$ cat src/rtl/conic_pkg.sv
// Shared constants and types for the conic word link and its two ends
package conic_pkg;

	// Word layout on the 20 data lines: Y field low, X field high
	localparam int WORD_W = 20;
	localparam int COMP_W = 10;
	localparam int FIELD_Y_LSB = 0;
	localparam int FIELD_X_LSB = 10;

	// Base clock
	localparam int unsigned CLK_PERIOD_NS = 8;

	// Timing unit clock and deflection rate
	localparam int unsigned TIMING_CLK_KHZ = 1536;
	localparam int unsigned DEFLECT_KHZ = 12;
	localparam int unsigned TICKS_PER_PERIOD = TIMING_CLK_KHZ / DEFLECT_KHZ;
	localparam int PHASE_CNT_W = 7;
	localparam logic [6:0] PHASE_STEP = 7'h20;
	localparam logic [6:0] PHASE_LAST = 7'(TICKS_PER_PERIOD - 1);

	// Unblank pulse window, least rounds up, longest rounds down
	localparam int unsigned UNBLANK_MIN_NS = 83300;
	localparam int unsigned UNBLANK_MAX_NS = 90000;
	localparam int unsigned UNBLANK_MIN_CYC = (UNBLANK_MIN_NS + CLK_PERIOD_NS - 1) / CLK_PERIOD_NS;
	localparam int unsigned UNBLANK_MAX_CYC = UNBLANK_MAX_NS / CLK_PERIOD_NS;

	// Longest time for one conic, from the second strobe
	localparam int unsigned GEN_MAX_NS = 550000;
	localparam int unsigned GEN_MAX_CYC = GEN_MAX_NS / CLK_PERIOD_NS;
	localparam int GEN_CNT_W = 17;

	// Sender strobe timing
	localparam int unsigned STROBE_SPACING_NS = 8000;
	localparam int unsigned STROBE_SPACING_CYC =
		(STROBE_SPACING_NS + CLK_PERIOD_NS - 1) / CLK_PERIOD_NS;
	localparam int unsigned STROBE_WIDTH_NS = 1000;
	localparam int unsigned STROBE_WIDTH_CYC =
		(STROBE_WIDTH_NS + CLK_PERIOD_NS - 1) / CLK_PERIOD_NS;
	localparam int SEND_CNT_W = 11;

	// Diagnostics
	localparam int DIAG_INSTR_W = 6;
	localparam int DIAG_DATA_W = 13;
	localparam logic [2:0] DIAG_SEL_STATUS = 3'h0;
	localparam logic [2:0] DIAG_SEL_AX = 3'h1;
	localparam logic [2:0] DIAG_SEL_AY = 3'h2;
	localparam logic [2:0] DIAG_SEL_BX = 3'h3;
	localparam logic [2:0] DIAG_SEL_BY = 3'h4;

	// Reset values
	localparam logic [19:0] WORD_RESET = 20'h0_0000;
	localparam logic [9:0] COMP_ZERO = 10'h000;

	// Test mode pattern: largest circle
	localparam logic [19:0] TEST_MAJOR_WORD = 20'h7_FC00;
	localparam logic [19:0] TEST_MINOR_WORD = 20'h0_01FF;

	typedef enum logic [4:0] {
		GEN_ARM_MAJOR = 5'b0_0001,
		GEN_ARM_MINOR = 5'b0_0010,
		GEN_ALIGN = 5'b0_0100,
		GEN_DRAW = 5'b0_1000,
		GEN_RELEASE = 5'b1_0000
	} gen_state_type;

	typedef enum logic [4:0] {
		SND_IDLE = 5'b0_0001,
		SND_MAJOR = 5'b0_0010,
		SND_SPACE = 5'b0_0100,
		SND_MINOR = 5'b0_1000,
		SND_WAIT = 5'b1_0000
	} send_state_type;

endpackage

$ cat src/rtl/conic_link_if.sv
// Link between the display logic sender and the conic generator
`timescale 1ns/100ps
interface conic_link_if;
	import conic_pkg::*;

	logic [WORD_W-1:0] data;
	logic strobe_major;
	logic strobe_minor;
	logic ready_reset;

	modport generator (
		input data,
		input strobe_major,
		input strobe_minor,
		output ready_reset
	);

	modport sender (
		output data,
		output strobe_major,
		output strobe_minor,
		input ready_reset
	);
endinterface

$ cat src/rtl/conic_generator.sv
// Conic generator end: word capture, phase timing, unblank, video, diagnostics
//
// Behaviour
// - Two words per conic, major then minor
// - Y at low field, X at high
// - One's complement, both zeros accepted
// - Minor word uses the same fields
// - Ten-bit components, step 1/512 diameter
// - Twenty data lines, one strobe per word
// - Sender spaces strobe leading edges 8 us
// - Sender waits for reset after second strobe
// - Reset line tells sender to continue
// - Six-line diagnostic instruction input
// - Return thirteen diagnostic bits when asked
// - Logic paced by 1.536 MHz timing clock
// - Four brightness bands from major size
// - Unblank pulse 83.3 to 90 us
// - Deflection samples repeat at 12 kHz
// - Panel synthesizes words in test mode
// - Each strobe loads its own register
// - Four 12 kHz phases step registers out
// - Brightness from two top magnitude bits
// - Whole conic within 550 us
`timescale 1ns/100ps
module conic_generator
	import conic_pkg::*;
#(
	parameter int unsigned unblank_cyc = UNBLANK_MIN_CYC,
	parameter int unsigned gen_max_cyc = GEN_MAX_CYC
) (
	// Clock and reset
	input wire logic clk,
	input wire logic rstn,
	// Link to the display logic
	conic_link_if.generator link,
	// Master timing unit
	input wire logic timing_clk,
	input wire logic [DIAG_INSTR_W-1:0] diag_instr,
	output logic [DIAG_DATA_W-1:0] diag_data,
	output logic diag_sync,
	// Display outputs
	output logic unblank,
	output logic [1:0] video_level,
	output logic [3:0] phase,
	output logic [COMP_W-1:0] ax_sample,
	output logic [COMP_W-1:0] ay_sample,
	output logic [COMP_W-1:0] bx_sample,
	output logic [COMP_W-1:0] by_sample
);

	// Top two magnitude bits of a one's complement value; both zeros give zero
	function automatic logic [1:0] band(input logic [COMP_W-1:0] v);
		band = v[COMP_W-1] ? ~v[COMP_W-2 -: 2] : v[COMP_W-2 -: 2];
	endfunction

	// Drive a component or its one's complement negative
	function automatic logic [COMP_W-1:0] signed_step(input logic [COMP_W-1:0] v,
		input logic positive);
		signed_step = positive ? v : ~v;
	endfunction

	gen_state_type state_r;
	logic [WORD_W-1:0] major_r;
	logic [WORD_W-1:0] minor_r;
	logic major_q;
	logic minor_q;
	logic major_rise;
	logic minor_rise;
	logic tclk_s1;
	logic tclk_s2;
	logic tclk_s3;
	logic tick;
	logic [PHASE_CNT_W-1:0] ph_cnt_r;
	logic [3:0] phase_nxt;
	logic wrap;
	logic [GEN_CNT_W-1:0] gen_cnt_r;
	logic [GEN_CNT_W-1:0] blank_cnt_r;
	logic [DIAG_INSTR_W-1:0] instr_s1;
	logic [DIAG_INSTR_W-1:0] instr_s2;
	logic [DIAG_INSTR_W-1:0] instr_q;
	logic [COMP_W-1:0] ax;
	logic [COMP_W-1:0] ay;
	logic [COMP_W-1:0] bx;
	logic [COMP_W-1:0] by;
	logic [1:0] level_x;
	logic [1:0] level_y;
	logic draw_on;

	assign ay = major_r[FIELD_Y_LSB +: COMP_W];
	assign ax = major_r[FIELD_X_LSB +: COMP_W];
	assign by = minor_r[FIELD_Y_LSB +: COMP_W];
	assign bx = minor_r[FIELD_X_LSB +: COMP_W];

	assign major_rise = link.strobe_major & ~major_q;
	assign minor_rise = link.strobe_minor & ~minor_q;

	////////////////////////////////////////////////////////////////////////
	// Timing clock and instruction come from another unit: two flops first
	always_ff @(posedge clk or negedge rstn) begin
		if (!rstn) begin
			tclk_s1 <= 1'b0;
			tclk_s2 <= 1'b0;
			tclk_s3 <= 1'b0;
			instr_s1 <= '0;
			instr_s2 <= '0;
		end else begin
			tclk_s1 <= timing_clk;
			tclk_s2 <= tclk_s1;
			tclk_s3 <= tclk_s2;
			instr_s1 <= diag_instr;
			instr_s2 <= instr_s1;
		end
	end

	assign tick = tclk_s2 & ~tclk_s3;

	////////////////////////////////////////////////////////////////////////
	// Divide the timing clock by 128 into four quarter-shifted square waves
	always_ff @(posedge clk or negedge rstn) begin
		if (!rstn) begin
			ph_cnt_r <= '0;
		end else if (tick) begin
			ph_cnt_r <= ph_cnt_r + 1'b1;
		end
	end

	assign wrap = tick && ph_cnt_r == PHASE_LAST;

	for (genvar k = 0; k < 4; k++) begin : g_phase
		logic [PHASE_CNT_W-1:0] shifted;
		assign shifted = ph_cnt_r + PHASE_CNT_W'(PHASE_STEP * k);
		assign phase_nxt[k] = ~shifted[PHASE_CNT_W-1];
	end

	always_ff @(posedge clk or negedge rstn) begin
		if (!rstn) begin
			phase <= 4'h0;
		end else begin
			phase <= phase_nxt;
		end
	end

	////////////////////////////////////////////////////////////////////////
	// Conic sequence
	always_ff @(posedge clk or negedge rstn) begin
		if (!rstn) begin
			state_r <= GEN_ARM_MAJOR;
		end else begin
			unique case (state_r)
				GEN_ARM_MAJOR: begin
					if (major_rise) begin
						state_r <= GEN_ARM_MINOR;
					end
				end
				GEN_ARM_MINOR: begin
					if (minor_rise) begin
						state_r <= GEN_ALIGN;
					end
				end
				GEN_ALIGN: begin
					if (gen_cnt_r == GEN_CNT_W'(gen_max_cyc - 1)) begin
						state_r <= GEN_RELEASE;
					end else if (wrap) begin
						state_r <= GEN_DRAW;
					end
				end
				GEN_DRAW: begin
					if (blank_cnt_r == GEN_CNT_W'(unblank_cyc - 1) ||
						gen_cnt_r == GEN_CNT_W'(gen_max_cyc - 1)) begin
						state_r <= GEN_RELEASE;
					end
				end
				GEN_RELEASE: state_r <= GEN_ARM_MAJOR;
				default: state_r <= GEN_ARM_MAJOR;
			endcase
		end
	end

	assign link.ready_reset = state_r == GEN_RELEASE;

	////////////////////////////////////////////////////////////////////////
	// Strobe edges and word registers
	always_ff @(posedge clk or negedge rstn) begin
		if (!rstn) begin
			major_q <= 1'b0;
			minor_q <= 1'b0;
			major_r <= WORD_RESET;
			minor_r <= WORD_RESET;
		end else begin
			major_q <= link.strobe_major;
			minor_q <= link.strobe_minor;
			if (state_r == GEN_ARM_MAJOR && major_rise) begin
				major_r <= link.data;
			end
			if (state_r == GEN_ARM_MINOR && minor_rise) begin
				minor_r <= link.data;
			end
		end
	end

	////////////////////////////////////////////////////////////////////////
	// Time since second strobe, and unblank length
	// One full deflection period at the least width; samples share it with unblank
	assign draw_on = (state_r == GEN_ALIGN && wrap) ||
		(state_r == GEN_DRAW && blank_cnt_r != GEN_CNT_W'(unblank_cyc - 1) &&
		gen_cnt_r != GEN_CNT_W'(gen_max_cyc - 1));
	always_ff @(posedge clk or negedge rstn) begin
		if (!rstn) begin
			gen_cnt_r <= '0;
			blank_cnt_r <= '0;
			unblank <= 1'b0;
		end else begin
			gen_cnt_r <= (state_r == GEN_ALIGN || state_r == GEN_DRAW) ?
				gen_cnt_r + 1'b1 : '0;
			blank_cnt_r <= (state_r == GEN_DRAW) ? blank_cnt_r + 1'b1 : '0;
			unblank <= draw_on;
		end
	end

	////////////////////////////////////////////////////////////////////////
	// Deflection samples: a on the sine phase, b on the cosine phase
	always_ff @(posedge clk or negedge rstn) begin
		if (!rstn) begin
			ax_sample <= COMP_ZERO;
			ay_sample <= COMP_ZERO;
			bx_sample <= COMP_ZERO;
			by_sample <= COMP_ZERO;
		end else if (draw_on) begin
			ax_sample <= signed_step(ax, phase_nxt[0]);
			ay_sample <= signed_step(ay, phase_nxt[0]);
			bx_sample <= signed_step(bx, phase_nxt[1]);
			by_sample <= signed_step(by, phase_nxt[1]);
		end else begin
			ax_sample <= COMP_ZERO;
			ay_sample <= COMP_ZERO;
			bx_sample <= COMP_ZERO;
			by_sample <= COMP_ZERO;
		end
	end

	////////////////////////////////////////////////////////////////////////
	// Brightness: quarter band of the larger major component
	assign level_x = band(ax);
	assign level_y = band(ay);

	always_ff @(posedge clk or negedge rstn) begin
		if (!rstn) begin
			video_level <= 2'h0;
		end else begin
			video_level <= (level_x > level_y) ? level_x : level_y;
		end
	end

	////////////////////////////////////////////////////////////////////////
	// Diagnostics: answer on each change of a nonzero instruction
	always_ff @(posedge clk or negedge rstn) begin
		if (!rstn) begin
			instr_q <= '0;
			diag_sync <= 1'b0;
			diag_data <= '0;
		end else begin
			instr_q <= instr_s2;
			diag_sync <= 1'b0;
			if (instr_s2 != instr_q && instr_s2 != '0) begin
				diag_sync <= 1'b1;
				unique case (instr_s2[2:0])
					DIAG_SEL_STATUS: diag_data <= {state_r, video_level, phase,
						unblank, link.ready_reset};
					DIAG_SEL_AX: diag_data <= {3'h0, ax};
					DIAG_SEL_AY: diag_data <= {3'h0, ay};
					DIAG_SEL_BX: diag_data <= {3'h0, bx};
					DIAG_SEL_BY: diag_data <= {3'h0, by};
					default: diag_data <= '0;
				endcase
			end
		end
	end

endmodule

$ cat src/flat_wrapper.sv
// flat-port wrapper written by rule: the top's interface ports become plain ports
module conic_generator_flat import conic_pkg::*;
#(
	parameter int unsigned unblank_cyc = UNBLANK_MIN_CYC,
	parameter int unsigned gen_max_cyc = GEN_MAX_CYC
)
  (clk, rstn, timing_clk, diag_instr, diag_data, diag_sync, unblank, video_level, phase, ax_sample, ay_sample, bx_sample, by_sample, link_data, link_strobe_major, link_strobe_minor, link_ready_reset);
  conic_link_if link_i ();
  input wire logic clk;
  input wire logic rstn;
  input wire logic timing_clk;
  input wire logic [DIAG_INSTR_W-1:0] diag_instr;
  output logic [DIAG_DATA_W-1:0] diag_data;
  output logic diag_sync;
  output logic unblank;
  output logic [1:0] video_level;
  output logic [3:0] phase;
  output logic [COMP_W-1:0] ax_sample;
  output logic [COMP_W-1:0] ay_sample;
  output logic [COMP_W-1:0] bx_sample;
  output logic [COMP_W-1:0] by_sample;
  input wire logic [$bits(link_i.data)-1:0] link_data;
  input wire logic [$bits(link_i.strobe_major)-1:0] link_strobe_major;
  input wire logic [$bits(link_i.strobe_minor)-1:0] link_strobe_minor;
  output wire logic [$bits(link_i.ready_reset)-1:0] link_ready_reset;
  assign link_i.data = link_data;
  assign link_i.strobe_major = link_strobe_major;
  assign link_i.strobe_minor = link_strobe_minor;
  assign link_ready_reset = link_i.ready_reset;
  conic_generator #(.unblank_cyc(unblank_cyc), .gen_max_cyc(gen_max_cyc)) u_core (.clk(clk), .rstn(rstn), .link(link_i), .timing_clk(timing_clk), .diag_instr(diag_instr), .diag_data(diag_data), .diag_sync(diag_sync), .unblank(unblank), .video_level(video_level), .phase(phase), .ax_sample(ax_sample), .ay_sample(ay_sample), .bx_sample(bx_sample), .by_sample(by_sample));
endmodule
$ cat config.mk
export PLATFORM = sky130hd
export DESIGN_NAME = conic_generator_flat
export DESIGN_NICKNAME = d
export VERILOG_FILES = /design/src/rtl/conic_pkg.sv /design/src/rtl/conic_link_if.sv /design/src/rtl/conic_generator.sv /design/src/flat_wrapper.sv
export SDC_FILE = /design/constraint.sdc
export NUM_CORES = 1
export LEC_CHECK = 0
export ABC_AREA = 1
export BUFFER_PORTS_ARGS = -buffer_cell sky130_fd_sc_hd__clkbuf_2
export CAP_MARGIN = 10
export CORE_ASPECT_RATIO = 0.9
export CORE_MARGIN = 10
export CORE_UTILIZATION = 40
export DETAILED_ROUTE_END_ITERATION = 7
export PLACE_DENSITY = 0.67
export SYNTH_ARGS = -nofsm -noshare
export SYNTH_HDL_FRONTEND = slang
export SYNTH_SLANG_ARGS = --single-unit
$ cat constraint.sdc
create_clock -name clk -period 3.7 [get_ports clk]
set_input_delay 0.74 -clock clk [delete_from_list [all_inputs] [get_ports clk]]
set_output_delay 0.74 -clock clk [all_outputs]
set_load 0.02 [all_outputs]
After elaboration in Yosys (flattened, before gate mapping). Index checks and enable logic that the tools add are counted.

Bits in registers: 170. Output and inout port bits: 62. Logic and storage cells: 99.

$add $sub $neg: 6. Order comparisons: 1. Equality and inequality tests: 19. Multiplexer cells: 21. Bitwise operators: 16. Reductions and logical operators: 13.

Operator list (count): 10-bit 2-to-1 mux (8); 13-bit one-hot mux with 5 select lines (1); 10-bit NOT (4); 17-bit by 1-bit adder with 17-bit output (second input constant) (2); 17-bit 2-to-1 mux (2); 5-bit 2-to-1 mux (5); 5-bit one-hot mux with 4 select lines (1); 17-bit by 14-bit == test with 1-bit output (second input constant) (1); 17-bit == test (second input constant) (1); 17-bit by 14-bit != test with 1-bit output (second input constant) (1); 17-bit != test (second input constant) (1); 7-bit adder (second input constant) (2); 7-bit by 1-bit adder with 7-bit output (second input constant) (1); 7-bit by 6-bit adder with 7-bit output (second input constant) (1); 7-bit == test (second input constant) (1); 1-bit logical AND (7); 1-bit NOT (7); 3-bit by 2-bit == test with 1-bit output (second input constant) (2); 2-bit 2-to-1 mux (3); 2-bit by 1-bit != test with 1-bit output (second input constant) (3); 6-bit != test (1); 6-bit nonzero test (1); 5-bit by 1-bit == test with 1-bit output (second input constant) (1); 5-bit by 2-bit == test with 1-bit output (second input constant) (1); other kinds (13) (18).

Depth between registers and ports, before layout.
Word-level depth: 6. Mapped depth: 12. Mapped depth without buffers: 11.

Worst setup path after synthesis. No wires, ideal clock.

Path kind: register to output. Start point: reg u_core.state_r[1]. End point: out link_ready_reset. Arrival time: 1.249 ns. Required time: 2.960 ns. Slack: 1.711 ns. Stages on the path, launching flop included: 4. Buffers on the path: 0. Cell sequence: dfrtp_1 nor2_2 inv_2 nor4_1.

Word-level cells in the longest chain between the ends: 1.

Ends and longest elaborated chain: start: declaration (line conic_generator.sv:62) `gen_state_type state_r;`; start signal: assignment (line conic_generator.sv:147) `state_r <= GEN_ARM_MAJOR;`; start signal: assignment (line conic_generator.sv:152) `state_r <= GEN_ARM_MINOR;`; start signal: assignment (line conic_generator.sv:157) `state_r <= GEN_ALIGN;`; 5-bit == test (line conic_generator.sv:179) `assign link.ready_reset = state_r == GEN_RELEASE;`; end: declaration (line flat_wrapper.sv:25) `output wire logic [$bits(link_i.ready_reset)-1:0] link_ready_reset;`.

No other way between the ends.

Worst setup path after layout. Ends and elaborated chain as after synthesis.

==> results.yml <==
clock_tree:
  hold_buffers: 0
  ctsResizeCount: 0
  cts_buffers: 17
  root_buffer: "clkbuf_16"
  htree_levels: 4
  cts_sinks: 170
  clock_latency_ns: 0.42
  post_cts_buffers: 0
  cts_buffer_depth: 2
  cts_tree: "done"
  clk_pin_slew_ns: 0.06
sta:
  slew_viol_final: 0
  min_period_ns: 2.290
  finalSetupViolations: 0
  finalHoldViolCount: 0
  finClkSkew_ns: 0.007689
  layout_setup_ws_ns: 1.410
  tightestPinTransition_ns: 0.7426
  slew_headroom_pct: 50.44
  rsz0062_at_grt: "no"
  timing.final.crit_share_pct: 61.90
  totalNegativeSetupSlack_ns: 0
  fmax_mhz: 436.6
setup_path:
  end_kind: "primary output"
  path_cells: "nor2_2, inv_2, nor4_1, clkbuf_2"
  cp_slowest_cell: "dfrtp_1"
  critPathArrivalTime_ns: 1.55
  critPathTopFamily: "flip-flops"
  path_buf_inv: 2
  critPathKind: "reg -> out"
  worst-path-max-fanout: 4
  required_ns: 2.96
  critPathMaxStageDelay_ns: 0.42
  setup.worst_path.start_class: "flop"
detailed_routing:
  ant_nets: 0
  drt_iter0_drc: 455
  drcViolationCount: 0
  wl_per_cell_um: 15.08
  via_count: 5614
  viasPerCell: 4.690
  drtPass1Iterations: 8
  drt-total-wl_mm: 18.05
die:
  coreArea_sq_um: 19220
  die-area_sq_um: 25570
  start_util_pct: 40.73
  rows: 48
  die_h_um: 152.7
  io_pins: 93
  die_w_um: 167.5
grt:
  gr-total-overflow: 0
  first_global_vias: 5682
  grt_antenna_before_repair: 0
  grt_usage_pct: 14.38
  grt_start_max_net_pins: 62
  grt_pass1_wl_mm: 29.99
finish:
  layout_common_cells: "210 x nand2_1, 169 x dfrtp_1, 91 x clkbuf_2"
  drive_above_1_share_pct: 21.33
  fillers: 1851
  final_cells: 1197
  multi_input_area_sq_um: 3005
  diodes: 0
  regArea_sq_um: 4255
  syn2layout_area_growth_pct: 16.82
  final_common_cell: "nand2_1"
  fin_nets: 975
run_status:
  status: "finished clean"
place:
  hpwl_mm: 12.85
  dp_slack_ns: 1.703
  dpl.cell_count: 1167
  portBuffers: 92
  gp_congestion: 0.8486
power_and_ir_drop:
  power.density_nw_per_um2: 613.9
  vdd_ir_drop_max_mv: 0.2732
  p_int_mw: 3.920
  clockPowerShare_pct: 36.3
  power_switching_mw: 1.693
  seq_power_share_pct: 43.5
  power_switching_share_pct: 30.16
  combPwrFrac_pct: 20.2
  power.leakage_nw: 4.347
  total_power_mw: 5.614
yosys:
  yosysSeqAreaShare_pct: 54.36
  synthCells: 844
  post-synth-top-area-cell: "dfrtp_1"
  yosys_warnings: 0
  syn_nets: 883
  synth_edf_count: 0
  synthArstFlopShare_pct: 100.0
  synthTopCellsByArea: "dfrtp_1 54%, nand2_1 10%, nor2_4 4.3%"
  avgSynthCellArea_sq_um: 9.274
  synth_ff_type: "dfrtp_1"
  synth_area_sq_um: 7828
  synth.distinct_cells: 37
  synth-seq-cells: 170
  synth_top_area_share_pct: 54.03
min_path:
  hold_path.class: "in -> async"
flow_run:
  cap_violations: 0
[kinds of logic (layout without fill, tap and decap cells)]
| family | count (synthesis) | count (layout) | share of synthesized area [%] |
|---|---|---|---|
| compound gates | 81 | 81 | 5.275 |
| xor+xnor | 61 | 61 | 6.826 |
| fa+ha+maj | 8 | 8 | 1.279 |
| buf+inv | 122 | 225 | 7.241 |
| flops | 170 | 170 | 54.36 |
| simple gates | 402 | 402 | 25.02 |
[cell type report]
cell class                      count  share of cell area [%]
Clock buffer                       17                   4.652
Clock inverter                     13                   2.723
Inverter                           97                   4.064
Multi-Input combinational cell    552                   32.87
Sequential cell                   170                   46.54
Tap cell                          250                   3.421
Timing Repair Buffer               98                   5.733
[Yosys cell counts (3+ instances only)]
cell / count
a21oi_1: 12
ha_1: 8
nor2_1: 76
nand3_1: 21
nor4_1: 3
inv_2: 9
buf_2: 9
o21ai_0: 51
dfrtp_1: 169
inv_1: 87
buf_6: 4
nand4_1: 10
nor2_2: 17
nor2_4: 30
o22ai_1: 3
xnor2_1: 33
nor3_1: 16
xor2_1: 28
clkbuf_1: 6
nand2_1: 210
buf_12: 3
o21ai_1: 14
nand2_2: 5
[power groups by stage]
stage / Clock (mW) / Combinational [mW] / Sequential, mW
finish: 2.04 / 1.13 / 2.44
global route: 2.16 / 1.30 / 2.48
CTS: 2.08 / 1.15 / 2.44
detailed placement: 0 / 1.14 / 2.47
global placement: 0 / 1.10 / 2.46
floorplan: 0 / 0.840 / 2.43
[registers in the layout (all words and copies together), names as in the netlist, 2 cells and up]
signal,count
u_core.ax_sample,10
u_core.ay_sample,10
u_core.blank_cnt_r,17
u_core.bx_sample,10
u_core.by_sample,10
u_core.diag_data,13
u_core.gen_cnt_r,17
u_core.instr_q,6
u_core.instr_s1,6
u_core.instr_s2,6
u_core.major_r,20
u_core.minor_r,20
u_core.ph_cnt_r,7
u_core.phase,4
u_core.state_r,5
u_core.video_level,2
[metrics by stage]
stage          cell area (sq um)  util [%]  hold slack, ns
3_5_place_dp                8469     44.07          0.3362
2_1_floorplan               7828         -          0.3312
3_3_place_gp                8469     44.07          0.3343
5_1_grt                     9144     47.58          0.3177
6_report                    9144     47.58          0.2803
4_1_cts                     9144     47.58          0.3101
[worst paths after layout]
| check | start | endpoint | slack (ns) | cells after the start |
|---|---|---|---|---|
| worst max-delay path | u_core.state_r[1] | link_ready_reset | 1.41 | 4 |
| worst min-delay path | rstn | u_core.gen_cnt_r[3] | 0.28 | 1 |
| worst max register to register | u_core.instr_s2[0] | u_core.diag_data[2] | 1.66 | 8 |
| worst min register to register | u_core.tclk_s1 | u_core.tclk_s2 | 0.35 | 0 |
| max in group asynchronous | rstn | u_core.ay_sample[6] | 2.58 | 2 |
| min in group clk | u_core.tclk_s1 | u_core.tclk_s2 | 0.35 | 0 |
[per-layer routing]
metal  wire length (um)  track usage (%)
met1               8836            20.09
met2               7959            21.16
met3               1094            4.719
met4                157            3.107
met5                  0                0
(Power assumes the default switching activity.)
